===== config.mk =====
export PLATFORM = sky130hd
export DESIGN_NAME = stepper_mode_and_step_decode
export DESIGN_NICKNAME = d
export VERILOG_FILES = /design/src/hdl/stepper_ctrl_pkg.sv /design/src/hdl/stepper_mode_and_step_decode.sv
export SDC_FILE = /design/constraint.sdc
export NUM_CORES = 1
export LEC_CHECK = 0
export ABC_AREA = 1
export BUFFER_PORTS_ARGS = -buffer_cell sky130_fd_sc_hd__buf_2
export CAP_MARGIN = 10
export CORE_MARGIN = 10
export CORE_UTILIZATION = 35
export CTS_CLUSTER_SIZE = 24
export DETAILED_ROUTE_END_ITERATION = 8
export PLACE_DENSITY = 0.62
export RECOVER_POWER = 50
export SLEW_MARGIN = 20
export SYNTH_ARGS = -nofsm -noshare
export SYNTH_HDL_FRONTEND = slang
export SYNTH_SLANG_ARGS = --single-unit

===== constraint.sdc =====
create_clock -name i_mclk -period 4.85 [get_ports i_mclk]
set_clock_uncertainty 0.1 [all_clocks]
set_input_delay 0.2425 -clock i_mclk [delete_from_list [all_inputs] [get_ports i_mclk]]
set_output_delay 0.2425 -clock i_mclk [all_outputs]
set_load 0.01 [all_outputs]

===== src/hdl/stepper_ctrl_pkg.sv =====
// Shared constants and types for the stepper mode and step decode block
package stepper_ctrl_pkg;

  // ----------------------------------------------------------------
  // Timing
  // ----------------------------------------------------------------
  localparam int CLK_MHZ = 250;
  localparam int SLEEP_ENTRY_DELAY_US = 120;
  localparam int WAKE_DELAY_US = 1000;
  localparam int RST_PULSE_MIN_US = 20;
  localparam int RST_PULSE_MAX_US = 40;
  localparam int SLEEP_ENTRY_CYC = SLEEP_ENTRY_DELAY_US * CLK_MHZ;
  localparam int WAKE_CYC = WAKE_DELAY_US * CLK_MHZ;
  localparam int RST_MIN_CYC = RST_PULSE_MIN_US * CLK_MHZ + 1;
  localparam int RST_MAX_CYC = RST_PULSE_MAX_US * CLK_MHZ;
  localparam int CNT_W = 20;
  localparam int MSTEP_W = 9;

  // ----------------------------------------------------------------
  // Types
  // ----------------------------------------------------------------
  // Resolved pin level: low, high, floating, resistor to ground
  typedef enum logic [1:0] {LVL_LOW, LVL_HIGH, LVL_FLOAT, LVL_RES} level_t;

  typedef enum logic [3:0] {
    RES_FULL, RES_FULL71, RES_HALF_NC, RES_HALF, RES_QUARTER,
    RES_EIGHTH, RES_16, RES_32, RES_64, RES_128, RES_256
  } resolution_t;

  typedef enum logic [2:0] {
    MODE_SLEEP, MODE_WAKING, MODE_DISABLED, MODE_ACTIVE, MODE_FAULTED
  } mode_t;

  typedef struct packed {
    logic bridge_on;
    logic bridge_hiz;
    logic charge_pump_on;
    logic indexer_on;
    logic ready;
  } status_t;

endpackage


===== src/hdl/stepper_mode_and_step_decode.sv =====
// Mode sequencer, fault latch and resolution decoder of a stepper driver
`timescale 1ns/1ps
module stepper_mode_and_step_decode #(
  parameter int SLEEP_CYC = stepper_ctrl_pkg::SLEEP_ENTRY_CYC,
  parameter int WAKE_CYCLES = stepper_ctrl_pkg::WAKE_CYC,
  parameter int CLR_MIN = stepper_ctrl_pkg::RST_MIN_CYC
) (
  // Clock and reset
  input wire logic i_mclk,
  input wire logic i_rst,
  // Pins from the controller
  input wire logic i_sleep_request_bar,
  input wire logic i_step,
  input wire logic i_dir,
  input wire stepper_ctrl_pkg::level_t i_enable_lvl,
  input wire stepper_ctrl_pkg::level_t i_resolution_select0,
  input wire stepper_ctrl_pkg::level_t i_resolution_select1,
  // Analog side status
  input wire logic i_supply_low_lockout,
  input wire logic i_fault_event,
  input wire logic i_chop_trip,
  input wire logic [7:0] i_max_step_level,
  // Outputs
  output logic [1:0] o_mode,
  output stepper_ctrl_pkg::status_t o_status,
  output stepper_ctrl_pkg::resolution_t o_resolution,
  output logic [7:0] o_current_pct,
  output logic o_chop_at_full_scale,
  output logic o_slow_decay,
  output logic [stepper_ctrl_pkg::MSTEP_W-1:0] o_microstep,
  output logic o_fault_flag_bar_out,
  output logic o_fault_flag_bar_oe
);

  // ----------------------------------------------------------------
  // State
  // ----------------------------------------------------------------
  typedef struct packed {
    logic [1:0] slp_sync;
    logic [1:0] stp_sync;
    logic [1:0] dir_sync;
    logic stp_prev;
    stepper_ctrl_pkg::level_t en_a, en_b, en_c, en;
    stepper_ctrl_pkg::level_t s0_a, s0_b, s0_c, s0;
    stepper_ctrl_pkg::level_t s1_a, s1_b, s1_c, s1;
    stepper_ctrl_pkg::mode_t mode;
    logic [stepper_ctrl_pkg::CNT_W-1:0] low_cnt;
    logic [stepper_ctrl_pkg::CNT_W-1:0] wake_cnt;
    logic fault_latched;
    logic slow_decay;
    logic [stepper_ctrl_pkg::MSTEP_W-1:0] mstep;
    stepper_ctrl_pkg::resolution_t res;
  } state_t;

  state_t st_r;
  state_t st_nxt;

  // Step increment for the microstep counter at each resolution
  function automatic logic [stepper_ctrl_pkg::MSTEP_W-1:0] step_inc(
    input stepper_ctrl_pkg::resolution_t r);
    case (r)
      stepper_ctrl_pkg::RES_FULL, stepper_ctrl_pkg::RES_FULL71:
        step_inc = 9'h080;
      stepper_ctrl_pkg::RES_HALF_NC, stepper_ctrl_pkg::RES_HALF:
        step_inc = 9'h040;
      stepper_ctrl_pkg::RES_QUARTER: step_inc = 9'h020;
      stepper_ctrl_pkg::RES_EIGHTH: step_inc = 9'h010;
      stepper_ctrl_pkg::RES_16: step_inc = 9'h008;
      stepper_ctrl_pkg::RES_32: step_inc = 9'h004;
      stepper_ctrl_pkg::RES_64: step_inc = 9'h002;
      default: step_inc = 9'h001;
    endcase
  endfunction

  function automatic stepper_ctrl_pkg::resolution_t decode_res(
    input stepper_ctrl_pkg::level_t lvl0,
    input stepper_ctrl_pkg::level_t lvl1);
    logic [3:0] k;
    k = {lvl0, lvl1};
    case (k)
      {stepper_ctrl_pkg::LVL_LOW, stepper_ctrl_pkg::LVL_LOW}:
        decode_res = stepper_ctrl_pkg::RES_FULL;
      {stepper_ctrl_pkg::LVL_LOW, stepper_ctrl_pkg::LVL_RES}:
        decode_res = stepper_ctrl_pkg::RES_FULL71;
      {stepper_ctrl_pkg::LVL_HIGH, stepper_ctrl_pkg::LVL_LOW}:
        decode_res = stepper_ctrl_pkg::RES_HALF_NC;
      {stepper_ctrl_pkg::LVL_FLOAT, stepper_ctrl_pkg::LVL_LOW}:
        decode_res = stepper_ctrl_pkg::RES_HALF;
      {stepper_ctrl_pkg::LVL_LOW, stepper_ctrl_pkg::LVL_HIGH}:
        decode_res = stepper_ctrl_pkg::RES_QUARTER;
      {stepper_ctrl_pkg::LVL_HIGH, stepper_ctrl_pkg::LVL_HIGH}:
        decode_res = stepper_ctrl_pkg::RES_EIGHTH;
      {stepper_ctrl_pkg::LVL_FLOAT, stepper_ctrl_pkg::LVL_HIGH}:
        decode_res = stepper_ctrl_pkg::RES_16;
      {stepper_ctrl_pkg::LVL_LOW, stepper_ctrl_pkg::LVL_FLOAT}:
        decode_res = stepper_ctrl_pkg::RES_32;
      {stepper_ctrl_pkg::LVL_FLOAT, stepper_ctrl_pkg::LVL_RES}:
        decode_res = stepper_ctrl_pkg::RES_64;
      {stepper_ctrl_pkg::LVL_FLOAT, stepper_ctrl_pkg::LVL_FLOAT}:
        decode_res = stepper_ctrl_pkg::RES_128;
      {stepper_ctrl_pkg::LVL_HIGH, stepper_ctrl_pkg::LVL_FLOAT}:
        decode_res = stepper_ctrl_pkg::RES_256;
      // Unlisted pairs fall back to the finest mode
      default: decode_res = stepper_ctrl_pkg::RES_256;
    endcase
  endfunction

  logic slp_hi;
  logic stp_rise;
  logic en_low;
  logic pulse_end;
  logic clr_pulse;

  assign slp_hi = st_r.slp_sync[1];
  assign stp_rise = st_r.stp_sync[1] & ~st_r.stp_prev;
  assign en_low = (st_r.en == stepper_ctrl_pkg::LVL_LOW);
  // Sleep request returning high after a low of clearing width
  assign pulse_end = slp_hi & (st_r.low_cnt != '0);
  assign clr_pulse = pulse_end &
    (st_r.low_cnt >= stepper_ctrl_pkg::CNT_W'(CLR_MIN));

  // ----------------------------------------------------------------
  // Next state
  // ----------------------------------------------------------------
  always_comb begin
    st_nxt = st_r;
    st_nxt.slp_sync = {st_r.slp_sync[0], i_sleep_request_bar};
    st_nxt.stp_sync = {st_r.stp_sync[0], i_step};
    st_nxt.dir_sync = {st_r.dir_sync[0], i_dir};
    st_nxt.stp_prev = st_r.stp_sync[1];
    // Level codes take two flops and a third for comparison, then a register holds the stable code
    st_nxt.en_a = i_enable_lvl;
    st_nxt.en_b = st_r.en_a;
    st_nxt.en_c = st_r.en_b;
    st_nxt.s0_a = i_resolution_select0;
    st_nxt.s0_b = st_r.s0_a;
    st_nxt.s0_c = st_r.s0_b;
    st_nxt.s1_a = i_resolution_select1;
    st_nxt.s1_b = st_r.s1_a;
    st_nxt.s1_c = st_r.s1_b;
    // Only synchronised copies are compared, never the metastable flop
    if (st_r.en_c == st_r.en_b) begin
      st_nxt.en = st_r.en_c;
    end
    if ((st_r.s0_c == st_r.s0_b) && (st_r.s1_c == st_r.s1_b)) begin
      st_nxt.s0 = st_r.s0_c;
      st_nxt.s1 = st_r.s1_c;
    end
    st_nxt.res = decode_res(st_r.s0, st_r.s1);

    // Length of the current low phase of the sleep request
    if (!slp_hi) begin
      if (st_r.low_cnt != {stepper_ctrl_pkg::CNT_W{1'b1}}) begin
        st_nxt.low_cnt = st_r.low_cnt + 1'b1;
      end
    end else begin
      st_nxt.low_cnt = '0;
    end

    // Fault latch; a new event wins over a clearing pulse
    if (i_fault_event && st_r.mode != stepper_ctrl_pkg::MODE_SLEEP) begin
      st_nxt.fault_latched = 1'b1;
    end else if (clr_pulse) begin
      st_nxt.fault_latched = 1'b0;
    end else if (st_r.en != stepper_ctrl_pkg::LVL_FLOAT &&
                 !i_fault_event) begin
      // Retry mode releases as soon as the condition is gone
      st_nxt.fault_latched = 1'b0;
    end

    case (st_r.mode)
      stepper_ctrl_pkg::MODE_SLEEP: begin
        st_nxt.fault_latched = 1'b0;
        if (slp_hi) begin
          st_nxt.mode = stepper_ctrl_pkg::MODE_WAKING;
          st_nxt.wake_cnt = '0;
        end
      end
      stepper_ctrl_pkg::MODE_WAKING: begin
        st_nxt.wake_cnt = st_r.wake_cnt + 1'b1;
        if (st_r.low_cnt >= stepper_ctrl_pkg::CNT_W'(SLEEP_CYC)) begin
          st_nxt.mode = stepper_ctrl_pkg::MODE_SLEEP;
        end else if (slp_hi && st_r.wake_cnt >=
                     stepper_ctrl_pkg::CNT_W'(WAKE_CYCLES - 1)) begin
          st_nxt.mode = stepper_ctrl_pkg::MODE_DISABLED;
        end
      end
      default: begin
        // Sleep only once the low has outlasted the entry delay
        if (st_r.low_cnt >= stepper_ctrl_pkg::CNT_W'(SLEEP_CYC)) begin
          st_nxt.mode = stepper_ctrl_pkg::MODE_SLEEP;
        end else if (st_nxt.fault_latched &&
                     st_r.en == stepper_ctrl_pkg::LVL_FLOAT) begin
          st_nxt.mode = stepper_ctrl_pkg::MODE_FAULTED;
        end else if (en_low || i_supply_low_lockout ||
                     st_nxt.fault_latched) begin
          st_nxt.mode = stepper_ctrl_pkg::MODE_DISABLED;
        end else begin
          st_nxt.mode = stepper_ctrl_pkg::MODE_ACTIVE;
        end
      end
    endcase

    // Chopping: slow decay after trip, released on the next step
    if (i_chop_trip && st_r.mode == stepper_ctrl_pkg::MODE_ACTIVE) begin
      st_nxt.slow_decay = 1'b1;
    end else if (stp_rise) begin
      st_nxt.slow_decay = 1'b0;
    end
    if (st_r.mode == stepper_ctrl_pkg::MODE_SLEEP) begin
      st_nxt.mstep = '0;
    end else if (stp_rise &&
                 st_r.mode != stepper_ctrl_pkg::MODE_WAKING) begin
      // Indexer keeps counting while disabled so position survives
      if (st_r.dir_sync[1]) begin
        st_nxt.mstep = st_r.mstep + step_inc(st_r.res);
      end else begin
        st_nxt.mstep = st_r.mstep - step_inc(st_r.res);
      end
    end
  end

  always_ff @(posedge i_mclk) begin
    if (i_rst) begin
      st_r <= '0;
      st_r.mode <= stepper_ctrl_pkg::MODE_SLEEP;
    end else begin
      st_r <= st_nxt;
    end
  end

  // ----------------------------------------------------------------
  // Outputs
  // ----------------------------------------------------------------
  logic asleep;
  logic pump_on;
  assign asleep = (st_r.mode == stepper_ctrl_pkg::MODE_SLEEP);
  // A clearing pulse shorter than the sleep entry delay never reaches sleep, so the pump stays as it was
  assign pump_on = ~asleep;

  always_comb begin
    o_status.bridge_on = (st_r.mode == stepper_ctrl_pkg::MODE_ACTIVE);
    o_status.bridge_hiz = ~o_status.bridge_on;
    o_status.charge_pump_on = pump_on;
    o_status.indexer_on = ~asleep & (st_r.mode !=
                          stepper_ctrl_pkg::MODE_WAKING);
    o_status.ready = ~asleep & (st_r.mode !=
                     stepper_ctrl_pkg::MODE_WAKING);
    o_mode = (st_r.mode == stepper_ctrl_pkg::MODE_ACTIVE) ? 2'h2 :
             asleep ? 2'h0 : 2'h1;
  end

  assign o_resolution = st_r.res;
  assign o_current_pct = (st_r.res == stepper_ctrl_pkg::RES_FULL71) ?
                         8'h47 : 8'h64;
  // Largest indexer step uses the full-scale current as trip point
  assign o_chop_at_full_scale = (i_max_step_level == 8'hFF);
  assign o_slow_decay = st_r.slow_decay;
  assign o_microstep = st_r.mstep;
  assign o_fault_flag_bar_out = 1'b0;
  assign o_fault_flag_bar_oe = st_r.fault_latched |
                               (i_supply_low_lockout & ~asleep);

  // ----------------------------------------------------------------
  // Checks
  // ----------------------------------------------------------------
  chk_sleep_off: assert property (@(posedge i_mclk)
    disable iff (i_rst)
    asleep |-> !o_status.bridge_on && !o_status.charge_pump_on)
    else $error("bridge or pump on in sleep");
  chk_sleep_delay: assert property (@(posedge i_mclk)
    disable iff (i_rst)
    $rose(asleep) |->
    $past(st_r.low_cnt) >= stepper_ctrl_pkg::CNT_W'(SLEEP_CYC))
    else $error("sleep entered early");
  chk_wake_auto: assert property (@(posedge i_mclk)
    disable iff (i_rst)
    asleep && slp_hi |=> st_r.mode == stepper_ctrl_pkg::MODE_WAKING)
    else $error("no wake on high request");
  chk_en_low_hiz: assert property (@(posedge i_mclk)
    disable iff (i_rst)
    st_r.mode == stepper_ctrl_pkg::MODE_DISABLED |-> o_status.bridge_hiz &&
    o_status.charge_pump_on)
    else $error("disabled mode drives bridge");
  chk_fault_clear: assert property (@(posedge i_mclk)
    disable iff (i_rst)
    clr_pulse && !i_fault_event && !asleep |=> !st_r.fault_latched)
    else $error("clearing pulse ignored");
  chk_short_keep: assert property (@(posedge i_mclk)
    disable iff (i_rst)
    pulse_end && !clr_pulse && st_r.fault_latched &&
    st_r.en == stepper_ctrl_pkg::LVL_FLOAT |=> st_r.fault_latched)
    else $error("short pulse cleared fault");
  chk_latched_off: assert property (@(posedge i_mclk)
    disable iff (i_rst)
    st_r.mode == stepper_ctrl_pkg::MODE_FAULTED |-> !o_status.bridge_on &&
    o_fault_flag_bar_oe)
    else $error("latched fault not holding");
  chk_res_full71: assert property (@(posedge i_mclk)
    disable iff (i_rst)
    st_r.res == stepper_ctrl_pkg::RES_FULL71 |-> o_current_pct == 8'h47)
    else $error("full step current wrong");
  cov_wake: cover property (@(posedge i_mclk)
    st_r.mode == stepper_ctrl_pkg::MODE_WAKING ##1
    st_r.mode == stepper_ctrl_pkg::MODE_DISABLED);
  cov_clear: cover property (@(posedge i_mclk) clr_pulse);
  cov_step: cover property (@(posedge i_mclk)
    stp_rise && st_r.mode == stepper_ctrl_pkg::MODE_ACTIVE);

endmodule // stepper_mode_and_step_decode


# [After elaboration in Yosys (flattened, before gate mapping)]
# Memories as Yosys holds them, arrays and structs flattened. A register that Yosys moved wholly into a read port is not among the register bits.
# Index checks and enable logic that the tools add are counted.
# W data, S select, Z words.
[word_totals] rom_bits=320 regBits=85 memories=3 input_bits=22 elab_cells=98
[mem_list] memory="(name not given)" words=16 width=8 read_ports=1 rd_ports_with_merged_regs=0 wr=0 line_no="stepper_mode_and_step_decode.sv:61" source="case (r)"
[mem_list] memory="(name not given)" words=16 width=8 read_ports=1 rd_ports_with_merged_regs=0 wr=0 line_no="stepper_mode_and_step_decode.sv:61"
[mem_list] memory="(name not given)" words=16 width=4 read_ports=1 rd_ports_with_merged_regs=1 wr=0 line_no="stepper_mode_and_step_decode.sv:80" source="case (k)"
[classes] eq_ne=13 n_reduce_logical=20 n_bitwise=9 n_lt_le_gt_ge=3 muxes=24 addsub=4
[op_table] cell="$mux W9" n=7
[op_table] cell="$add A20 B1 Y20 const B" n=2
[op_table] cell="$pmux W20 S2" n=1
[op_table] cell="$ge A20 B13 Y1 const B" n=1
[op_table] cell="$ge A20 B15 Y1 const B" n=1
[op_table] cell="$ge A20 B18 Y1 const B" n=1
[op_table] cell="$mux W20" n=1
[op_table] cell="$ne A20 B20 Y1 const B" n=1
[op_table] cell="$reduce_bool A20 Y1" n=1
[op_table] cell="$mux W3" n=5
[op_table] cell="$add A9 B9 Y9" n=1
[op_table] cell="$sub A9 B9 Y9" n=1
[op_table] cell="$eq A8 B8 Y1 const B" n=1
[op_table] cell="$logic_and A1 B1 Y1" n=7
[op_table] cell="$mux W1" n=7
[op_table] cell="$eq A2 B2 Y1" n=3
[op_table] cell="$mux W6" n=1
[op_table] cell="$pmux W3 S2" n=1
[op_table] cell="$and A1 B1 Y1" n=5
[op_table] cell="$eq A4 B1 Y1 const B" n=1
[op_table] cell="$ne A2 B2 Y1 const B" n=2
[op_table] cell="$reduce_and A2 Y1" n=2
[op_table] cell="$reduce_bool A2 Y1" n=2
[op_table] cell="$reduce_or A2 Y1" n=2
[op_table] cell="13 further kinds" n=16

# [Longest topological paths before layout]
# Gate-level depths: netlist of the first run.
[depth] word_depth=10 ltp_mapped=16 ltp_nobuf=16

# [Least setup slack after synthesis of the first run]
# OpenSTA, ideal clock, no wires.
[synth_path] kind="register to register" from="register, netlist name o_resolution[3]" to="register st_r, in the netlist o_microstep[6]" slack_ns=2.414 required_ns=4.641 stages_incl_launch_ff=17 arrival_time_ns=2.228 setup_time_ns=0.109 path_buffers=0 cell_sequence="dfxtp_1 -> inv_1 -> a21oi_1 -> inv_1 -> ha_1 -> nand2_1 -> o21ai_0 -> inv_1 -> fa_1 -> o21ai_1 -> a21oi_1 -> nor2_1 -> nor2_1 -> xor2_1 -> nand2_1 -> nand2_1 -> inv_1"
[synth_between] elab_chain_cells=6 word_cells_on_any_way=11
[synth_lines] item="$mem_v2 Z16 W8"
[synth_lines] item="$mux W9" line_no="stepper_mode_and_step_decode.sv:215" source="if (st_r.dir_sync[1]) begin"
[synth_lines] item="$mux W9" line_no="stepper_mode_and_step_decode.sv:212" source="end else if (stp_rise &&"
[synth_lines] item="$mux W9" line_no="stepper_mode_and_step_decode.sv:210" source="if (st_r.mode == stepper_ctrl_pkg::MODE_SLEEP) begin"
[synth_lines] item="$sub A9 B9 Y9 or $add A9 B9 Y9 (tied branches)" line_no="stepper_mode_and_step_decode.sv:218, stepper_mode_and_step_decode.sv:216"
[synth_lines] item="$mux W9 *" line_no="stepper_mode_and_step_decode.sv:215"
[synth_lines] item="end signal: assignment" line_no="stepper_mode_and_step_decode.sv:228" source="st_r <= st_nxt;"
[synth_lines] item="end: declaration" line_no="stepper_mode_and_step_decode.sv:55" source="state_t st_r;"
# Mark *: on every way between the ends. The rest lies on a longest branch, timed or not. The select of a mux whose other input is x is not followed.
# A chain may end at the register's enable or synchronous reset.

# [Final worst setup path of the first run]
[layout_path] from="input i_rst" to="register st_r[48] (netlist name)"
[layout_between] elab_chain_cells=1
[layout_lines] item="start: declaration" line_no="stepper_mode_and_step_decode.sv:10" source="input wire logic i_rst,"
[layout_lines] item="$reduce_or A2 Y1 (no line)"
# Every way passes these cells.

==> flow_metrics.tcl, run 1 <==
set metrics [dict create \
    status "finished, final reports clean" \
    cpPeakStageDelay_ps 880 \
    power.density_nw_per_um2 313 \
    ctsResizeCount 0 \
    cp_cell_sequence "clkbuf_1 -> clkbuf_1 -> nor2_1 -> inv_1 -> a21oi_1 -> o21ai_1 -> inv_1" \
    fin_hold_ws_ps 39.5 \
    std_cell_rows 43 \
    internal_power_mw 1.24 \
    final_cell_area_sq_um 5550 \
    dpl_cell_area_sq_um 5190 \
    grt_overflow 0 \
    grt_pass1_vias 4150 \
    worstPathRequired_ps 4990 \
    die_w_um 139 \
    start_kind "primary input" \
    dr.pass1.iters 4 \
    p_sw_frac 0.283 \
    n_fill_cell 1495 \
    tritoncts_num_sinks 89 \
    met3_usage 0.0223 \
    grt_usage 0.112 \
    slew_violations 0 \
    final_cell_mix "123 x nand2_1, 106 x inv_1, 102 x nor2_1" \
    vias_per_cell 4.58 \
    start_util 0.356 \
    hp-start "i_chop_trip" \
    path_class "primary input to register" \
    mostFrequentLayoutCell "nand2_1" \
    p_comb_frac 0.148 \
    port_buffers 47 \
    synth-seq-area-share 0.360 \
    gp_congestion 0.865 \
    use_met2 0.183 \
    synthCells 723 \
    synth_area_per_cell_sq_um 6.84 \
    vias 4319 \
    fin_crit_ps 2750 \
    synth_cell_types 38 \
    max_cap_viol_count 0 \
    clk_path_buf_depth 2 \
    tritoncts "built" \
    clk_root_buffer_cell "clkbuf_16" \
    pwr-share-seq 0.450 \
    drtAntennaViolNets 0 \
    vdd_drop_max_mv 0.191 \
    drcViolationCount 0 \
    endpoint_kind "register" \
    nets 797 \
    drt_wl_total_mm 10.5 \
    period_share 0.568 \
    maxSlewHeadroom 0.276 \
    yosysTopAreaCell "dfxtp_1" \
    dr.first_iter.drc_count 258 \
    routedWlPerCell_um 11.2 \
    htree_levels 3 \
    grt_pass1_wl_mm 18.8 \
    arrival_ps 2890 \
    hold_viol_final 0 \
    dieArea_sq_um 19300 \
    pre_cts_ws_ps 2160 \
    yosys.area.top_type_share 0.360 \
    syn_area_sq_um 4950 \
    p_leak_nw 2.29 \
    diodes 0 \
    antenna_found_initial 0 \
    startpoint "i_rst" \
    crit_slowest_cell "clkbuf_1" \
    r2r-start "o_resolution[3]" \
    min-delay-path-class "primary input to register" \
    final-seq-area_sq_um 1780 \
    gr-usage-met1 0.140 \
    multi_input_area_sq_um 2490 \
    die_h_um 139 \
    areaGrowthSynthToFinish_pct 12.1 \
    finalSetupViolations 0 \
    grt_max_degree 26 \
    tightest_slew_ps 1090 \
    numCtsBuffers 9 \
    synth_area_leaders "dfxtp_1 36%, nand2_1 9.3%, inv_1 8.0%" \
    power_switching_mw 0.491 \
    ys_ff_latch 89 \
    drive_above_1_share 0.0984 \
    worst_slack_ps 2100 \
    rsz0062_at_grt "false" \
    setup_tns_ps 0 \
    core-area_sq_um 13900 \
    clkLatencyLatePin_ps 350 \
    maxClockFrequency_ghz 0.363 \
    grt_busiest_layer "met2" \
    critPathMaxFanout 25 \
    dp_hpwl_mm 7.96 \
    pin_count 54 \
    cts.clk_slew.worst_paths_ps 70 \
    synth-warning-count 0 \
    p_clk_frac 0.402 \
]
-- per-layer routing --
layer	part of all wire	wire length [um]
met1	0.50	5280
met2	0.45	4740
met3	0.029	307
met4	0.019	200
met5	0	0
-- worst max-delay path, delay by kind of cell --
kind / cells / cell delay (ps)
simple gates: 1 / 390
buf+inv: 4 / 2100
compound gates: 2 / 160
-- path summary, 6_finish.rpt --
check	cells past startpoint	to	slack [ps]
worst max-delay path	7	st_r[48]	2100
worst min-delay path	3	o_slow_decay	40
worst max register to register	16	o_microstep[6]	2130
worst min register to register	2	st_nxt[68]	300
-- registers in the layout, indices dropped and copies added, names as in the netlist --
register,cells
slp_hi,1
o_microstep,9
st_nxt,16
o_resolution,4
st_r,58
o_slow_decay,1
-- logic make-up (layout without fill, tap and decap cells) --
| group | Yosys count | count (layout) | share of synthesized area |
|---|---|---|---|
| xor+xnor | 24 | 24 | 0.0425 |
| compound gates | 109 | 109 | 0.119 |
| other cells | 2 | 6 | 0.00152 |
| flops | 89 | 89 | 0.360 |
| buf+inv | 157 | 192 | 0.139 |
| fa+ha+maj | 18 | 18 | 0.0471 |
| simple gates | 324 | 324 | 0.291 |
-- power groups by stage --
stage               logic (mW)  clock network [mW]  registers, mW
global placement         0.257                   0          0.797
detailed placement       0.257                   0          0.798
global route             0.299               0.742          0.787
floorplan                0.206                   0          0.791
finish                   0.256               0.698          0.781
CTS                      0.263               0.720          0.781
-- final cells by class --
class,instances,share of cell area
clock buffer,10,0.0413
clock inverter,6,0.0122
inverter,119,0.0808
multi-input combinational,481,0.449
sequential,89,0.321
tap,180,0.0406
timing repair buffer,57,0.0550
-- timing repair --
action,CTS,global route
setup buffers,0,0
endpoints found under the hold margin,9,0
hold buffers,9,0
-- synthesized netlist by cell type --
cell type  count
clkinv_2       1
nor3_4         1
o211ai_1       2
buf_2          5
nand2_1      123
inv_1        105
nand3b_1       1
inv_2         12
nand4_1       19
nand3_1       45
ha_1          17
a21oi_1       51
a221oi_1       2
o311a_1        1
conb_1         2
a2111oi_0      1
o21ai_1       15
o21ai_0       26
or2_1          1
nor2_2         6
o22ai_1        1
nor3_1        12
nor4_2         1
or2_0          1
buf_4         24
a22oi_1        1
clkbuf_1       9
xor2_1        10
a31oi_1        4
clkinv_1       1
nor3_2         3
fa_1           1
a211oi_1       5
nand2_2        7
nor2_1       101
xnor2_1       14
dfxtp_1       89
nor2_4         3
-- through the flow --
step                       util  power (mW)  instances
after floorplan               -       0.997        727
after global placement    0.374        1.05        917
after detailed placement  0.374        1.05        917
after CTS                 0.402        1.77        942
after global routing      0.400        1.83        942
final                     0.400        1.74        942
Note: power is estimated with default switching activity, not from simulation.
==> run 2: changes to the inputs <==
- PLACE_DENSITY: 0.62 -> 0.64
- clock period: 4.85 -> 2.5 ns (I/O delays scaled with it)
==> flow_metrics.tcl, run 2 (synthesis results as in run 1) <==
set metrics [dict create \
    endpoint_kind "register" \
    tritoncts_num_sinks 89 \
    core-area_sq_um 13900 \
    path_class "register to register" \
    gp_congestion 0.848 \
    port_buffers 47 \
    finalSetupViolations 0 \
    rrSetupSlack_ps 110 \
    clkLatencyLatePin_ps 350 \
    fin_cells 967 \
    dp_hpwl_mm 8.00 \
    tritoncts "built" \
    arrival_ps 2550 \
    final_cell_mix "118 x nand2_1, 102 x inv_1, 96 x nor2_1" \
    start_util 0.356 \
    fin_crit_ps 2390 \
    largest_reg_flops 58 \
    regMostFlops "st_r" \
    vias 4463 \
    rsz0062_at_grt "true" \
    numCtsBuffers 9 \
    hp-start "st_nxt[84]" \
    maxClockFrequency_ghz 0.418 \
    worstPathRequired_ps 2660 \
    antenna_found_initial 0 \
    clk_root_buffer_cell "clkbuf_16" \
    drtAntennaViolNets 0 \
    r2r-start "o_resolution[0]" \
    grt_usage 0.112 \
    grt_pass1_vias 4103 \
    mostFrequentLayoutCell "nand2_1" \
    areaGrowthSynthToFinish_pct 20.1 \
    hold_viol_final 0 \
    diodes 0 \
    start_kind "register" \
    cts.clk_slew.worst_paths_ps 70 \
    tightest_slew_ps 549 \
    grt_max_degree 39 \
    routedWlPerCell_um 11.2 \
    p_leak_nw 2.50 \
    std_cell_rows 43 \
    clk_path_buf_depth 2 \
    max_cap_viol_count 0 \
    die_w_um 139 \
    htree_levels 3 \
    dieArea_sq_um 19300 \
    fin_hold_ws_ps 296 \
    drive_above_1_share 0.179 \
    maxSlewHeadroom 0.634 \
    pin_count 54 \
    startpoint "o_resolution[0]" \
    dr.pass1.iters 4 \
    n_fill_cell 1432 \
    vias_per_cell 4.62 \
    nets 822 \
    period_share 0.957 \
    grt_pass1_wl_mm 18.7 \
    vdd_drop_max_mv 0.401 \
    status "finished, final reports clean" \
    die_h_um 139 \
    min-delay-path-class "register to register" \
    drt_wl_total_mm 10.8 \
    dp_cells 931 \
    critPathMaxFanout 3 \
    grt_overflow 0 \
    power.density_nw_per_um2 603 \
    dr.first_iter.drc_count 294 \
    slew_violations 0 \
    drcViolationCount 0 \
]
[run 2: cell count changes in the layout (fill, tap and decap cells not counted), sizes merged]
cell	delta
buf	+29
clkbuf	-12
dlygate4sd3	+7
bufinv	+1
clkinvlp	-1
inv	+1
[run 2: repair_timing]
action,CTS,global route
hold buffers,16,0
cloned,0,0
pin swaps,1,19
gates resized for setup,4,37
endpoints found under the setup margin,2,5
hold endpoints to repair,15,0
buffers inserted,1,3
[run 2: final cells by class]
type,instances,area (sq um),area share
repair buffers,82,527,0.0887
clock inverters,7,103,0.0173
well taps,180,225,0.0379
clock buffers,9,225,0.0379
inverters,119,448,0.0754
flip-flops and latches,89,1790,0.301
multi-input cells,481,2630,0.442
[run 2: critical path, stage by stage (launching register included)]
cell and delay, ps:
dfxtp_2 350, nor2_4 50, a21oi_2 170, inv_2 60, ha_4 260, nand2_2 50
o21ai_2 60, inv_1 70, fa_2 370, o21ai_4 190, a21oi_2 70, nor2_1 120
nor2_1 70, xor2_1 130, nand2_1 60, nand2_1 80, inv_1 30
[run 2: worst paths after layout]
path,depth (start not counted),end
worst max-delay path,16,o_microstep[6]
worst min-delay path,2,st_r[84]
worst max register to register,16,o_microstep[6]
worst min register to register,2,st_r[84]
[run 2: through the flow]
step	util	worst slack [ps]	power (mW)	TNS, ps	area, sq um
4_1_cts	0.418	52.1	3.59	0	5800
2_1_floorplan	-	63.6	1.93	0	4960
3_3_place_gp	0.381	-75.8	2.07	-79.5	5300
3_5_place_dp	0.381	-140	2.08	-217	5300
5_1_grt	0.428	-72.8	3.77	-210	5940
6_report	0.428	106	3.58	0	5940
[run 2: where the power goes]
part | switching (mW) | total, mW | internal (mW)
Sequential | 0.0441 | 1.52 | 1.47
Clock | 0.587 | 1.47 | 0.887
Combinational | 0.373 | 0.593 | 0.220
Total | 1.00 | 3.58 | 2.58
[run 2: per-layer routing]
metal / track usage / wire length [um]
met1: 0.140 / 5190
met4: 0.0489 / 166
met5: 0 / 0
met3: 0.0209 / 393
met2: 0.181 / 5090
==> run 3: changes to the inputs <==
- PLACE_DENSITY: 0.64 -> unset
==> flow_metrics.tcl, run 3 (synthesis results as in run 1) <==
set metrics [dict create \
    dieArea_sq_um 19300 \
    regMostFlops "st_r" \
    final_cell_mix "122 x nand2_1, 103 x inv_1, 98 x nor2_1" \
    die_h_um 139 \
    endpoint_kind "register" \
    die_w_um 139 \
    grt_usage 0.111 \
    start_kind "register" \
    fin_crit_ps 2380 \
    antenna_found_initial 0 \
    grt_max_degree 38 \
    tightest_slew_ps 599 \
    p_comb_frac 0.162 \
    p_clk_frac 0.403 \
    grt_pass1_wl_mm 18.4 \
    worstPathRequired_ps 2650 \
    std_cell_rows 43 \
    numCtsBuffers 9 \
    p_sw_frac 0.285 \
    fin_hold_ws_ps 14.7 \
    startpoint "o_resolution[0]" \
    period_share 0.951 \
    clkLatencyLatePin_ps 340 \
    diodes 0 \
    grt_overflow 0 \
    dr.first_iter.drc_count 210 \
    areaGrowthSynthToFinish_pct 18.0 \
    pin_count 54 \
    p_leak_nw 2.45 \
    hold_viol_final 0 \
    r2r-start "o_resolution[0]" \
    port_buffers 47 \
    vias_per_cell 4.43 \
    critPathMaxFanout 3 \
    vias 4282 \
    status "finished, final reports clean" \
    pwr-share-seq 0.434 \
    htree_levels 3 \
    grt_pass1_vias 3941 \
    worst_slack_ps 122 \
    drive_above_1_share 0.155 \
    drt_wl_total_mm 10.9 \
    core-area_sq_um 13900 \
    nets 821 \
    internal_power_mw 2.49 \
    tritoncts_num_sinks 89 \
    dp_hpwl_mm 8.06 \
    start_util 0.356 \
    maxSlewHeadroom 0.600 \
    clk_root_buffer_cell "clkbuf_16" \
    clk_path_buf_depth 2 \
    pre_cts_ws_ps -110 \
    slew_violations 0 \
    drcViolationCount 0 \
    power_switching_mw 0.994 \
    max_cap_viol_count 0 \
    vdd_drop_max_mv 0.426 \
    finalSetupViolations 0 \
    rsz0062_at_grt "true" \
    finish.utilization 0.421 \
    gp_congestion 0.841 \
    path_class "register to register" \
    dpl_cell_area_sq_um 5300 \
    cts.clk_slew.worst_paths_ps 70 \
    largest_reg_flops 58 \
    hp-start "i_fault_event" \
    arrival_ps 2520 \
    routedWlPerCell_um 11.2 \
    min-delay-path-class "primary input to register" \
    maxClockFrequency_ghz 0.421 \
    power_mw 3.49 \
    dr.pass1.iters 5 \
    mostFrequentLayoutCell "nand2_1" \
    power.density_nw_per_um2 597 \
    final_cell_area_sq_um 5840 \
    tritoncts "built" \
    drtAntennaViolNets 0 \
]
-- run 3: cell types whose count changed in the layout (fill, tap and decap cells not counted), sizes merged --
| cell | before | now |
|---|---|---|
| clkinvlp | 0 | 1 |
| dlygate4sd3 | 16 | 14 |
| buf | 57 | 54 |
| bufinv | 2 | 1 |
| clkinv | 5 | 3 |
| inv | 119 | 120 |
| clkbuf | 18 | 23 |
-- run 3: path summary, 6_finish.rpt --
path | end | depth (start not counted) | slack (ps)
setup / recovery | o_microstep[6] | 16 | 120
setup reg to reg | o_microstep[6] | 16 | 120
hold reg to reg | st_r[84] | 2 | 300
hold / removal | st_r[14] | 3 | 10
-- run 3: what timing repair did --
action | in CTS | in global routing
endpoints found under the hold margin | 16 | 0
pin swaps | 1 | 10
setup buffers | 1 | 4
hold buffers | 14 | 0
setup endpoints to repair | 2 | 5
gates resized for setup | 3 | 22
-- run 3: per-layer routing --
metal,GRT usage,share of wire
met1,0.147,0.52
met3,0.0182,0.024
met4,0.0544,0.019
met2,0.172,0.44
met5,0,0
-- run 3: per-stage QoR --
| step | setup TNS, ps | cells |
|---|---|---|
| final | 0 | 966 |
| after global routing | -140 | 966 |
| after CTS | 0 | 962 |
| after detailed placement | -177 | 931 |
| after global placement | -83.3 | 931 |
| after floorplan | 0 | 727 |
-- run 3: power by group through the flow --
stage / clock network [mW] / registers [mW] / logic (mW)
after floorplan: 0 / 1.53 / 0.399
after global placement: 0 / 1.54 / 0.537
after detailed placement: 0 / 1.54 / 0.537
after CTS: 1.46 / 1.51 / 0.557
after global routing: 1.51 / 1.52 / 0.647
final: 1.41 / 1.51 / 0.566
-- run 3: layout make-up --
cell class	instances	area (sq um)
inverters	119	448
clock inverters	6	72.6
repair buffers	81	509
clock buffers	10	239
multi-input cells	481	2560
flip-flops and latches	89	1780
well taps	180	225
fillers	1465	8040
-- run 3: worst max-delay path, cell delays in order (launching register included) --
cell and delay (ps):
dfxtp_2 350, nor2_4 50, a21oi_2 160, inv_2 60, ha_4 260, nand2_2 50, o21ai_2 70, inv_1 70
fa_2 370, o21ai_4 190, a21oi_2 70, nor2_1 110, nor2_1 60, xor2_1 140, nand2_1 60, nand2_1 80
inv_1 30
